### src/nvap_unused_guard.sv
`default_nettype none
`default_nettype wire

### src/nvap_pkg.sv
`default_nettype none
package nvap_pkg;
   // -----------------------------------------------------------------
   // register offsets, i/o space numbering
   // -----------------------------------------------------------------
   localparam logic [7:0] OFS_STATUS = 8'h1d;
   localparam logic [7:0] OFS_GPS0 = 8'h1e;
   localparam logic [7:0] OFS_CTRL = 8'h1f;
   localparam logic [7:0] OFS_DATA = 8'h20;
   localparam logic [7:0] OFS_ADDRL = 8'h21;
   localparam logic [7:0] OFS_ADDRH = 8'h22;
   localparam logic [7:0] OFS_GPS1 = 8'h2a;
   localparam logic [7:0] OFS_GPS2 = 8'h2b;
   // -----------------------------------------------------------------
   // address spaces
   // -----------------------------------------------------------------
   localparam logic [7:0] IO_TOP = 8'h3f;
   localparam logic [7:0] BITOP_TOP = 8'h1f;
   localparam logic [7:0] DSPACE_OFS = 8'h20;
   localparam logic [7:0] DSPACE_IO_TOP = 8'h5f;
   localparam logic [7:0] EXT_LO = 8'h60;
   // -----------------------------------------------------------------
   // field positions
   // -----------------------------------------------------------------
   localparam int CTL_READ_STROBE = 0;
   localparam int CTL_WRITE_STROBE = 1;
   localparam int CTL_WRITE_ARM = 2;
   localparam int CTL_READY_IRQ_EN = 3;
   localparam int STS_WRITE_DONE = 0;
   localparam int ADDRH_BIT8 = 0;
   // -----------------------------------------------------------------
   // reset values
   // -----------------------------------------------------------------
   localparam logic [7:0] RST_GPS = 8'h00;
   localparam logic [8:0] RST_INDEX = 9'h000;
   localparam logic [7:0] RST_DATA = 8'h00;
   // -----------------------------------------------------------------
   // timing counts, in cpu clock cycles or rc oscillator cycles
   // -----------------------------------------------------------------
   localparam logic [2:0] ARM_CYCLES = 3'h4;
   localparam logic [2:0] READ_STALL_CYCLES = 3'h4;
   localparam logic [2:0] WRITE_STALL_CYCLES = 3'h2;
   localparam int WRITE_RC_CYCLES = 27072;
   typedef enum logic {NVAP_IDLE, NVAP_WRITING} nvap_state_e;
endpackage : nvap_pkg
`default_nettype wire

### src/nvap_top.sv
`default_nettype none
module nvap_top
   import nvap_pkg::*;
#(
   parameter int WRITE_RC_COUNT = nvap_pkg::WRITE_RC_CYCLES,
   parameter int RC_CNT_W = 16
) (
   // clock, reset, enable
   input wire logic clk,
   input wire logic rst_b,
   input wire logic ce,
   input wire logic cpu_rst,
   // cpu i/o register bus
   input wire logic [7:0] io_addr,
   input wire logic io_data_space,
   input wire logic io_we,
   input wire logic io_re,
   input wire logic io_bit_set,
   input wire logic io_bit_clr,
   input wire logic [2:0] io_bit_idx,
   input wire logic [7:0] io_wdata,
   output logic [7:0] io_rdata,
   output logic io_bit_test,
   output logic cpu_stall,
   // system status
   input wire logic cpu_irq_enable,
   input wire logic flash_program_busy,
   input wire logic power_down,
   input wire logic rc_tick,
   output logic nv_ready_irq,
   output logic rc_clk_request,
   // nonvolatile array port
   output logic [8:0] mem_addr,
   output logic [7:0] mem_wdata,
   output logic mem_we,
   output logic mem_re,
   input wire logic [7:0] mem_rdata
);
   import nvap_pkg::*;

   // ----------------------------------------------------------------
   // address decode
   // ----------------------------------------------------------------
   logic [7:0] io_ofs;
   logic hit;
   logic bit_ok;
   always_comb begin
      io_ofs = 8'h00;
      hit = 1'b0;
      if (!io_data_space) begin
         if (io_addr <= IO_TOP) begin
            io_ofs = io_addr;
            hit = 1'b1;
         end
      end else if (io_addr >= DSPACE_OFS && io_addr <= DSPACE_IO_TOP) begin
         io_ofs = io_addr - DSPACE_OFS;
         hit = 1'b1;
      end else if (io_addr >= EXT_LO) begin
         // extended space holds nothing of this block, reads zero
         hit = 1'b0;
      end
   end
   // bit ops exist only on the in/out path and the low 32 offsets
   assign bit_ok = !io_data_space && io_addr <= BITOP_TOP;

   // ----------------------------------------------------------------
   // write mask and value
   // ----------------------------------------------------------------
   logic [7:0] wmask;
   logic [7:0] wval;
   logic wr_any;
   always_comb begin
      wmask = 8'h00;
      wval = 8'h00;
      if (io_we) begin
         wmask = 8'hff;
         wval = io_wdata;
      end else if ((io_bit_set || io_bit_clr) && bit_ok) begin
         wmask = 8'h01 << io_bit_idx;
         wval = io_bit_set ? 8'hff : 8'h00;
      end
   end
   assign wr_any = ce && hit && (wmask != 8'h00);

   function automatic logic [7:0] merge(input logic [7:0] old);
      merge = (old & ~wmask) | (wval & wmask);
   endfunction

   logic wr_gps0, wr_gps1, wr_gps2, wr_ctrl, wr_data;
   logic wr_addrl, wr_addrh, wr_status;
   assign wr_gps0 = wr_any && io_ofs == OFS_GPS0;
   assign wr_gps1 = wr_any && io_ofs == OFS_GPS1;
   assign wr_gps2 = wr_any && io_ofs == OFS_GPS2;
   assign wr_ctrl = wr_any && io_ofs == OFS_CTRL;
   assign wr_data = wr_any && io_ofs == OFS_DATA;
   assign wr_addrl = wr_any && io_ofs == OFS_ADDRL;
   assign wr_addrh = wr_any && io_ofs == OFS_ADDRH;
   assign wr_status = wr_any && io_ofs == OFS_STATUS;

   // ----------------------------------------------------------------
   // state
   // ----------------------------------------------------------------
   nvap_state_e state_ff;
   logic [7:0] gps0_ff, gps1_ff, gps2_ff;
   logic [8:0] byte_index_ff;
   logic [7:0] data_ff;
   logic arm_ff;
   logic [2:0] arm_cnt_ff;
   logic irq_en_ff;
   logic read_strobe_ff;
   logic done_ff;
   logic keep_clk_ff;
   logic [2:0] stall_cnt_ff;
   logic [RC_CNT_W-1:0] rc_cnt_ff;
   logic [7:0] rdata_ff;
   logic bit_test_ff;
   logic [8:0] mem_addr_ff;
   logic [7:0] mem_wdata_ff;
   logic mem_we_ff;
   logic mem_re_ff;

   logic writing;
   logic strobe_w;
   logic strobe_r;
   logic arm_w;
   logic wr_start;
   logic rd_start;
   logic wr_end;
   logic [7:0] ctrl_w, addrh_w;
   assign writing = state_ff == NVAP_WRITING;
   // written out: an assign calling merge() would miss wmask changes
   assign ctrl_w = ({4'h0, irq_en_ff, arm_ff, writing, 1'b0} & ~wmask) |
                   (wval & wmask);
   assign addrh_w = ({7'h00, byte_index_ff[8]} & ~wmask) | (wval & wmask);
   assign strobe_w = wr_ctrl && wmask[CTL_WRITE_STROBE] &&
                     wval[CTL_WRITE_STROBE];
   assign strobe_r = wr_ctrl && wmask[CTL_READ_STROBE] &&
                     wval[CTL_READ_STROBE];
   assign arm_w = wr_ctrl && wmask[CTL_WRITE_ARM] && wval[CTL_WRITE_ARM];
   // an unarmed strobe, a busy engine or flash programming drops it
   assign wr_start = strobe_w && arm_ff && !writing
                     && !flash_program_busy;
   assign rd_start = strobe_r && !writing && !wr_start;
   assign wr_end = ce && writing && rc_tick &&
                   rc_cnt_ff == RC_CNT_W'(WRITE_RC_COUNT - 1);

   // ----------------------------------------------------------------
   // general storage
   // ----------------------------------------------------------------
   always_ff @(posedge clk or negedge rst_b) begin
      if (!rst_b) begin
         gps0_ff <= RST_GPS;
         gps1_ff <= RST_GPS;
         gps2_ff <= RST_GPS;
      end else if (ce && cpu_rst) begin
         gps0_ff <= RST_GPS;
      end else begin
         if (wr_gps0) gps0_ff <= merge(gps0_ff);
         if (wr_gps1) gps1_ff <= merge(gps1_ff);
         if (wr_gps2) gps2_ff <= merge(gps2_ff);
      end
   end

   // ----------------------------------------------------------------
   // index and data registers
   // ----------------------------------------------------------------
   always_ff @(posedge clk or negedge rst_b) begin
      if (!rst_b) begin
         byte_index_ff <= RST_INDEX;
      end else if (!writing) begin
         if (wr_addrl) byte_index_ff[7:0] <= merge(byte_index_ff[7:0]);
         if (wr_addrh) byte_index_ff[8] <= addrh_w[ADDRH_BIT8];
      end
   end

   always_ff @(posedge clk or negedge rst_b) begin
      if (!rst_b) begin
         data_ff <= RST_DATA;
      end else if (ce && mem_re_ff) begin
         data_ff <= mem_rdata;
      end else if (wr_data) begin
         data_ff <= merge(data_ff);
      end
   end

   // ----------------------------------------------------------------
   // control bits
   // ----------------------------------------------------------------
   always_ff @(posedge clk or negedge rst_b) begin
      if (!rst_b) begin
         arm_ff <= 1'b0;
         arm_cnt_ff <= 3'h0;
         irq_en_ff <= 1'b0;
      end else if (ce) begin
         if (cpu_rst) begin
            arm_ff <= 1'b0;
            arm_cnt_ff <= 3'h0;
            irq_en_ff <= 1'b0;
         end else begin
            if (wr_ctrl) irq_en_ff <= ctrl_w[CTL_READY_IRQ_EN];
            if (arm_w) begin
               arm_ff <= 1'b1;
               arm_cnt_ff <= ARM_CYCLES;
            end else if (arm_cnt_ff != 3'h0) begin
               arm_cnt_ff <= arm_cnt_ff - 3'h1;
               if (arm_cnt_ff == 3'h1) arm_ff <= 1'b0;
            end
         end
      end
   end

   // one-shot: high only in the cycle after the trigger
   always_ff @(posedge clk or negedge rst_b) begin
      if (!rst_b) begin
         read_strobe_ff <= 1'b0;
      end else if (ce) begin
         read_strobe_ff <= rd_start && !cpu_rst;
      end
   end

   // ----------------------------------------------------------------
   // write engine, kept going over cpu reset and power-down
   // ----------------------------------------------------------------
   always_ff @(posedge clk or negedge rst_b) begin
      if (!rst_b) begin
         state_ff <= NVAP_IDLE;
         rc_cnt_ff <= '0;
      end else if (ce) begin
         case (state_ff)
            NVAP_IDLE: begin
               rc_cnt_ff <= '0;
               if (wr_start && !cpu_rst) state_ff <= NVAP_WRITING;
            end
            NVAP_WRITING: begin
               // no cpu_rst term here, so a cpu reset never aborts it; only rst_b does
               if (wr_end) begin
                  state_ff <= NVAP_IDLE;
               end else if (rc_tick) begin
                  rc_cnt_ff <= rc_cnt_ff + RC_CNT_W'(1);
               end
            end
            default: state_ff <= NVAP_IDLE;
         endcase
      end
   end

   // completion flag; a new completion beats a same-cycle clear
   always_ff @(posedge clk or negedge rst_b) begin
      if (!rst_b) begin
         done_ff <= 1'b0;
      end else if (wr_end) begin
         done_ff <= 1'b1;
      end else if (ce && cpu_rst) begin
         done_ff <= 1'b0;
      end else if (wr_status && wmask[STS_WRITE_DONE] &&
                   wval[STS_WRITE_DONE]) begin
         done_ff <= 1'b0;
      end
   end

   // the oscillator stays requested once a write ends in power-down
   always_ff @(posedge clk or negedge rst_b) begin
      if (!rst_b) begin
         keep_clk_ff <= 1'b0;
      end else if (ce) begin
         if (!power_down) keep_clk_ff <= 1'b0;
         else if (wr_end) keep_clk_ff <= 1'b1;
      end
   end
   assign rc_clk_request = writing || keep_clk_ff;

   // ----------------------------------------------------------------
   // array port
   // ----------------------------------------------------------------
   always_ff @(posedge clk or negedge rst_b) begin
      if (!rst_b) begin
         mem_addr_ff <= RST_INDEX;
         mem_wdata_ff <= RST_DATA;
         mem_we_ff <= 1'b0;
         mem_re_ff <= 1'b0;
      end else if (ce) begin
         mem_we_ff <= wr_start && !cpu_rst;
         mem_re_ff <= rd_start && !cpu_rst;
         if (wr_start || rd_start) mem_addr_ff <= byte_index_ff;
         if (wr_start) mem_wdata_ff <= data_ff;
      end
   end
   assign mem_addr = mem_addr_ff;
   assign mem_wdata = mem_wdata_ff;
   assign mem_we = mem_we_ff;
   assign mem_re = mem_re_ff;

   // ----------------------------------------------------------------
   // cpu stall
   // ----------------------------------------------------------------
   always_ff @(posedge clk or negedge rst_b) begin
      if (!rst_b) begin
         stall_cnt_ff <= 3'h0;
      end else if (ce) begin
         if (rd_start) stall_cnt_ff <= READ_STALL_CYCLES;
         else if (wr_start) stall_cnt_ff <= WRITE_STALL_CYCLES;
         else if (stall_cnt_ff != 3'h0) stall_cnt_ff <= stall_cnt_ff - 3'h1;
      end
   end
   assign cpu_stall = stall_cnt_ff != 3'h0;

   assign nv_ready_irq = irq_en_ff && cpu_irq_enable && !writing;

   // ----------------------------------------------------------------
   // read mux, registered
   // ----------------------------------------------------------------
   logic [7:0] rmux;
   always_comb begin
      rmux = 8'h00;
      if (!hit) rmux = 8'h00;
      else if (io_ofs == OFS_GPS0) rmux = gps0_ff;
      else if (io_ofs == OFS_GPS1) rmux = gps1_ff;
      else if (io_ofs == OFS_GPS2) rmux = gps2_ff;
      else if (io_ofs == OFS_DATA) rmux = data_ff;
      else if (io_ofs == OFS_ADDRL) rmux = byte_index_ff[7:0];
      else if (io_ofs == OFS_ADDRH) rmux = {7'h00, byte_index_ff[8]};
      else if (io_ofs == OFS_STATUS) rmux = {7'h00, done_ff};
      else if (io_ofs == OFS_CTRL) begin
         rmux = {4'h0, irq_en_ff, arm_ff, writing, read_strobe_ff};
      end
   end

   always_ff @(posedge clk or negedge rst_b) begin
      if (!rst_b) begin
         rdata_ff <= 8'h00;
         bit_test_ff <= 1'b0;
      end else if (ce && io_re) begin
         rdata_ff <= rmux;
         bit_test_ff <= bit_ok && rmux[io_bit_idx];
      end
   end
   assign io_rdata = rdata_ff;
   assign io_bit_test = bit_test_ff;
endmodule : nvap_top
`default_nettype wire

### config.mk
export PLATFORM = sky130hd
export DESIGN_NAME = nvap_top
export DESIGN_NICKNAME = d
export VERILOG_FILES = /design/src/nvap_unused_guard.sv /design/src/nvap_pkg.sv /design/src/nvap_top.sv
export SDC_FILE = /design/constraint.sdc
export NUM_CORES = 1
export LEC_CHECK = 0
export ABC_AREA = 1
export ABC_CLOCK_PERIOD_IN_PS = 3600
export BUFFER_PORTS_ARGS = -buffer_cell sky130_fd_sc_hd__buf_2
export CAP_MARGIN = 20
export CELL_PAD_IN_SITES_DETAIL_PLACEMENT = 0
export CELL_PAD_IN_SITES_GLOBAL_PLACEMENT = 1
export CORE_ASPECT_RATIO = 2
export CORE_MARGIN = 2
export CORE_UTILIZATION = 47
export CTS_BUF_LIST = sky130_fd_sc_hd__clkbuf_8
export DETAILED_ROUTE_END_ITERATION = 10
export PLACE_DENSITY = 0.9
export SLEW_MARGIN = 20
export SYNTH_ARGS = -nofsm -noshare
export SYNTH_HDL_FRONTEND = slang
export SYNTH_SLANG_ARGS = --single-unit
### constraint.sdc
create_clock -name clk -period 3.6 [get_ports clk]
set_input_delay 0.54 -clock clk [delete_from_list [all_inputs] [get_ports clk]]
set_output_delay 0.54 -clock clk [all_outputs]
set_load 0.01 [all_outputs]
# Word level (Yosys, flattened, before mapping)
# Index checks and enable logic that the tools add are counted.
# W data, S select, Z words.
classes:
  addsub: 4
  magnitude_cmp: 5
  eq_ne: 13
  shift: 1
  muxes: 49
  bitwise: 18
  reduce_logical: 67
op_table:
  columns: ["cell", "n"]
  rows:
  - ["$mux W8", 18]
  - ["$and A8 B8 Y8", 6]
  - ["$eq A8 B6 Y1 const B", 5]
  - ["$or A8 B8 Y8", 5]
  - ["$logic_and A1 B1 Y1", 37]
  - ["$mux W16", 2]
  - ["$pmux W16 S2", 1]
  - ["$eq A8 B5 Y1 const B", 3]
  - ["$reduce_and A2 Y1", 10]
  - ["$mux W3", 6]
  - ["$reduce_bool A3 Y1", 6]
  - ["$mux W1", 17]
  - ["$add A16 B1 Y16 const B", 1]
  - ["$eq A16 B15 Y1 const B", 1]
  - ["$mux W4", 3]
  - ["$ge A8 B6 Y1 const B", 1]
  - ["$le A8 B5 Y1 const B", 1]
  - ["$le A8 B6 Y1 const B", 1]
  - ["$le A8 B7 Y1 const B", 1]
  - ["$not A8 Y8", 1]
  - ["$reduce_bool A8 Y1", 1]
  - ["$shl A1 B3 Y8 const A", 1]
  - ["$sub A8 B6 Y8 const B", 1]
  - ["$reduce_and A3 Y1", 2]
  - ["15 further kinds", 26]
word_totals:
  register_bits: 96
  out_inout_bits: 31
  word_cells: 177

# Logic depth before layout (Yosys ltp)
logic_depth:
  word_depth: 17
  mapped_depth: 22

# Worst setup path before layout
# No wires, ideal clock.
synth_timing:
  kind: "input to register"
  start: "in io_addr[5]"
  end: "reg bit_test_ff (netlist: io_bit_test)"
  arrival_time_ns: 2.078
  path_slack_ns: 1.404
  stages: 17
  path_buffers: 0
  path_cell_list: "inv_1 -> ha_1 -> inv_1 -> nand2_1 -> nand3_1 -> nand2_1 -> nand3_1 -> nor2_4 -> inv_2 -> nand3_1 -> nand3_1 -> o21ai_1 -> nand2_1 -> nand2_1 -> o21ai_1 -> nand3_1 -> nand2_1"
synth_via:
  elab_chain_len: 17
synth_rtl:
  columns: ["item", "line", "rtl"]
  rows:
  - ["start: declaration", "nvap_top.sv:14", "input wire logic [7:0] io_addr,"]
  - ["$ge A8 B6 Y1 / $le A8 B7 Y1 (equally long branches)", "nvap_top.sv:55", "end else if (io_addr >= DSPACE_OFS && io_addr <= DSPACE_IO_TOP) begin"]
  - ["$logic_and A1 B1 Y1", "nvap_top.sv:55", null]
  - ["$mux W8", "nvap_top.sv:55", null]
  - ["$mux W8", "nvap_top.sv:50", "if (!io_data_space) begin"]
  - ["$eq A8 B5 Y1", "nvap_top.sv:323", "else if (io_ofs == OFS_CTRL) begin"]
  - ["$mux W4", "nvap_top.sv:323", null]
  - ["$mux W4", "nvap_top.sv:322", "else if (io_ofs == OFS_STATUS) rmux = {7'h00, done_ff};"]
  - ["$mux W4", "nvap_top.sv:321", "else if (io_ofs == OFS_ADDRH) rmux = {7'h00, byte_index_ff[8]};"]
  - ["$mux W8", "nvap_top.sv:320", "else if (io_ofs == OFS_ADDRL) rmux = byte_index_ff[7:0];"]
  - ["$mux W8", "nvap_top.sv:319", "else if (io_ofs == OFS_DATA) rmux = data_ff;"]
  - ["$mux W8", "nvap_top.sv:318", "else if (io_ofs == OFS_GPS2) rmux = gps2_ff;"]
  - ["$mux W8", "nvap_top.sv:317", "else if (io_ofs == OFS_GPS1) rmux = gps1_ff;"]
  - ["$mux W8", "nvap_top.sv:316", "else if (io_ofs == OFS_GPS0) rmux = gps0_ff;"]
  - ["$mux W8", "nvap_top.sv:315", "if (!hit) rmux = 8'h00;"]
  - ["$bmux W1 S3", "nvap_top.sv:334", "bit_test_ff <= bit_ok && rmux[io_bit_idx];"]
  - ["$mux W1 (implied by the code)", "nvap_top.sv:334", null]
  - ["$logic_and A1 B1 Y1 (*)", "nvap_top.sv:334", null]
  - ["end signal: assignment", "nvap_top.sv:334", null]
  - ["end: declaration", "nvap_top.sv:116", "logic bit_test_ff;"]
# Mark *: on every way between the ends. The rest lies on a longest branch, timed or not. The select of a mux whose other input is x is not followed.
# A chain may end at the register's enable or synchronous reset.

# Final worst setup path
layout_timing:
  start: "reg rc_cnt_ff[0]"
  end: "reg rc_cnt_ff[12]"
layout_via:
  elab_chain_len: 4
layout_rtl:
  columns: ["item", "line", "rtl"]
  rows:
  - ["start: declaration", "nvap_top.sv:114", "logic [RC_CNT_W-1:0] rc_cnt_ff;"]
  - ["start signal: assignment", "nvap_top.sv:239", "rc_cnt_ff <= rc_cnt_ff + RC_CNT_W'(1);"]
  - ["$add A16 B1 Y16 / $eq A16 B15 Y1 (equally long branches)", "nvap_top.sv:239, nvap_top.sv:145", null]
  - ["$mux W16 / $logic_and A1 B1 Y1 (equally long branches)", "nvap_top.sv:238, nvap_top.sv:144", null]
  - ["$mux W16 / $ne A2 B2 Y1 (equally long branches)", null, null]
  - ["$pmux W16 S2 / $reduce_and A3 Y1 (equally long branches)", null, null]
# Several ways; a longest one is shown, not always the timed one. The select of a mux whose other input is x is not followed.

==> summary.md <==
| Metric | Value |
|---|---|
| Status | `completed` |
| Ys flop type | `dfrtp_1` |
| CTS Root Cell | `clkbuf_8` |
| Vias in the first global route | `5121` |
| Maximum fanout along the worst path | `6` |
| CTS Buf Count | `9` |
| Clk sinks | `96` |
| Power per Cell Area | `412 mW/mm²` |
| Final antenna-violating net count | `0` |
| Psw | `797 µW` |
| Mapped Cells | `720` |
| Switching share of power | `31.4%` |
| # port buffers | `70` |
| Global-route wire length before repair | `25300 µm` |
| Worst vdd rail ir drop | `0.000204 V` |
| Sequential element share of the synthesized area | `44.4%` |
| Combinational fraction of design power | `19.2%` |
| Fmax | `384 MHz` |
| R2r endpoint | `rc_cnt_ff[12]` |
| Vias | `5065` |
| Cell area after synthesis | `0.00541 mm²` |
| Post-synth EDFFs | `0` |
| Remaining Overflow, GRT | `0` |
| Worst setup path category | `flop to flop` |
| P_int | `1740 µW` |
| Asr flop ratio synth | `100%` |
| Width of the die | `79.8 µm` |
| WP data required | `3.90 ns` |
| Fin. Hold Viols | `0` |
| Ant. Diodes | `0` |
| Share of cells above drive strength 1 | `17.9%` |
| Clk pin slew, worst setup/hold paths | `0.10 ns` |
| Synth warn | `0` |
| Power Total | `2540 µW` |
| CTS max path bufs | `2` |
| DR vias/cell | `5.35` |
| Worst Clk Skew | `0.0112 ns` |
| Die H | `156 µm` |
| Post-detail-place hpwl | `12800 µm` |
| Initial Util | `47.9%` |
| Worst-margin pin slew | `0.740 ns` |
| Detailed-route wire length | `16200 µm` |
| Core Box Area | `0.0113 mm²` |
| Worst slew margin | `50.7%` |
| Average wire per standard cell | `17.1 µm` |
| Number of detailed-route iterations in the first pass | `5` |
| Reg power frac | `49.5%` |
| Cts repair resizes | `0` |
| Critical Path Start Type | `flop` |
| I/O Pins | `71` |
| Post-CTS setup buffer count | `0` |
| Clk Latency, worst-skew pair | `0.37 ns` |
| Initial drt markers | `243` |
| Fin. max-slew vios | `0` |
| R2R setup slack | `0.99 ns` |
| Worst Setup EP | `rc_cnt_ff[12]` |
| Worst Path Arrival | `2.91 ns` |
| Min cycle time layout | `2.61 ns` |
| Unrepaired setup endpoints after global routing | `false` |
| Hold_ws | `0.179 ns` |
| Synth Register Bits | `96` |
| Gpl congestion | `0.960` |
| Cell variety after synth | `41` |
| H-tree depth | `3` |
| Hold Crit Class | `input port to async pin` |
| Remaining DRCs | `0` |
| All-Layer GR Usage | `26.9%` |
| R2R cell count | `11` |
| Final setup margin | `0.994 ns` |
| Max_cap viols | `0` |
| Final period util | `72.4%` |
| Initial antenna violation count | `0` |
| Area of the die | `0.0124 mm²` |
| Worst Setup End Kind | `flop` |
| Syn Nets | `767` |
| CTS tree | `yes` |
| Pre-CTS setup slack | `0.656 ns` |
| Number of fill cells | `1132` |
| P&R area growth vs syn | `14.0%` |
| CTS hold repair buffers | `0` |
| Largest net degree at the start of global routing | `79` |
| Setup TNS | `0 ns` |
| Clk network pwr share | `31.3%` |
| Setup-failing EPs final | `0` |
| Syn avg cell area | `7.51 µm²` |
| Leak pwr | `0.00312 µW` |
| Critical path origin | `rc_cnt_ff[0]` |
| RR Startpoint | `rc_cnt_ff[0]` |
| # rows | `55` |
| Fin nets | `846` |
worst min path at each step:
stage	endpoint	slack, ns	cells after the start
after floorplan	async pin	0.24	0
after global placement	mem_wdata[6]	0.46	2
after detailed placement	mem_wdata[5]	0.47	2
after CTS	rc_cnt_ff[8]	0.36	1
after global routing	rc_cnt_ff[8]	0.24	1
final	rc_cnt_ff[8]	0.18	1
kinds of logic (layout without fill, tap and decap cells):
kind of cell,after synthesis,count (layout),synth area share (%)
xor gates and xnor gates,5,5,0.810
AOI/OAI and AO/OA,131,131,13.4
buffers and inverters,117,201,8.77
and+or+nand+nor,364,364,31.0
adders and majority gates,7,7,1.62
DFF,96,96,44.4
worst max-delay path, stage by stage, from the launching register on:
cell,delay [ns]
dfrtp_1,0.42
ha_1,0.23
inv_1,0.10
nor4_1,0.08
nand2_1,0.06
nor2_1,0.05
inv_1,0.13
nand3_1,0.21
nor3_1,0.54
nand3_1,0.29
nor3b_1,0.26
a2bb2oi_1,0.16
synth_stat cells (5+ instances only):
master | number | share of area [%]
o31ai_1 | 5 | 0.69
ha_1 | 7 | 1.6
nand2_1 | 215 | 15
inv_2 | 14 | 0.97
nand3_2 | 5 | 0.93
o21ai_0 | 55 | 5.1
nand3_1 | 46 | 4.3
nor3b_1 | 5 | 0.69
a21oi_1 | 19 | 1.8
clkbuf_1 | 5 | 0.35
inv_1 | 84 | 5.8
nor4_1 | 6 | 0.69
nor3_1 | 10 | 0.93
xor2_1 | 5 | 0.81
o21ai_2 | 5 | 0.81
nand4_1 | 11 | 1.3
nor2_4 | 7 | 1.5
nor2_1 | 44 | 3.1
dfrtp_1 | 96 | 44
o21ai_1 | 33 | 3.1
layout by cell type (no fill, tap or decap), types with 9 or more instances in the layout:
| master | synthesis | routed |
|---|---|---|
| nand2_1 | 215 | 215 |
| dfrtp_1 | 96 | 96 |
| inv_1 | 84 | 85 |
| buf_2 | 4 | 69 |
| o21ai_0 | 55 | 55 |
| nand3_1 | 46 | 46 |
| nor2_1 | 44 | 44 |
| o21ai_1 | 33 | 33 |
| a21oi_1 | 19 | 19 |
| inv_2 | 14 | 14 |
| buf_4 | 0 | 13 |
| nand4_1 | 11 | 11 |
| nor3_1 | 10 | 10 |
| clkbuf_8 | 0 | 9 |
metal layers:
| metal | part of all wire (%) | vias to the layer above | global-route usage (%) |
|---|---|---|---|
| li1 | - | 2488 | - |
| met1 | 35 | 2396 | 26.5 |
| met3 | 3.4 | 40 | 3.47 |
| met4 | 4.9 | 0 | 14.4 |
| met2 | 57 | 141 | 52.4 |
| met5 | 0 | - | 0 |
stage by stage:
step | instance area, µm² | std cells | util (%)
final | 6170 | 946 | 54.6
after global placement | 5940 | 930 | 52.7
after detailed placement | 5940 | 930 | 52.7
after global routing | 6170 | 946 | 54.6
after CTS | 6160 | 946 | 54.6
after floorplan | 5410 | 720 | -
power by group through the flow:
stage          Sequential (µW)  Clock [µW]  Combinational (µW)
6_report                  1260         795                 487
5_1_grt                   1270         851                 552
4_1_cts                   1250         807                 489
3_5_place_dp              1280           0                 484
3_3_place_gp              1270           0                 471
2_1_floorplan             1250           0                 320
final cells by class:
| class | count | area (µm²) | area share (%) |
|---|---|---|---|
| Multi-Input combinational cell | 507 | 2530 | 41.0 |
| Clock buffer | 9 | 124 | 2.01 |
| Timing Repair Buffer | 83 | 454 | 7.37 |
| Sequential cell | 96 | 2400 | 39.0 |
| Tap cell | 142 | 178 | 2.88 |
| Clock inverter | 7 | 95.1 | 1.54 |
| Inverter | 102 | 383 | 6.21 |
Power figures use the tool's default switching activity.
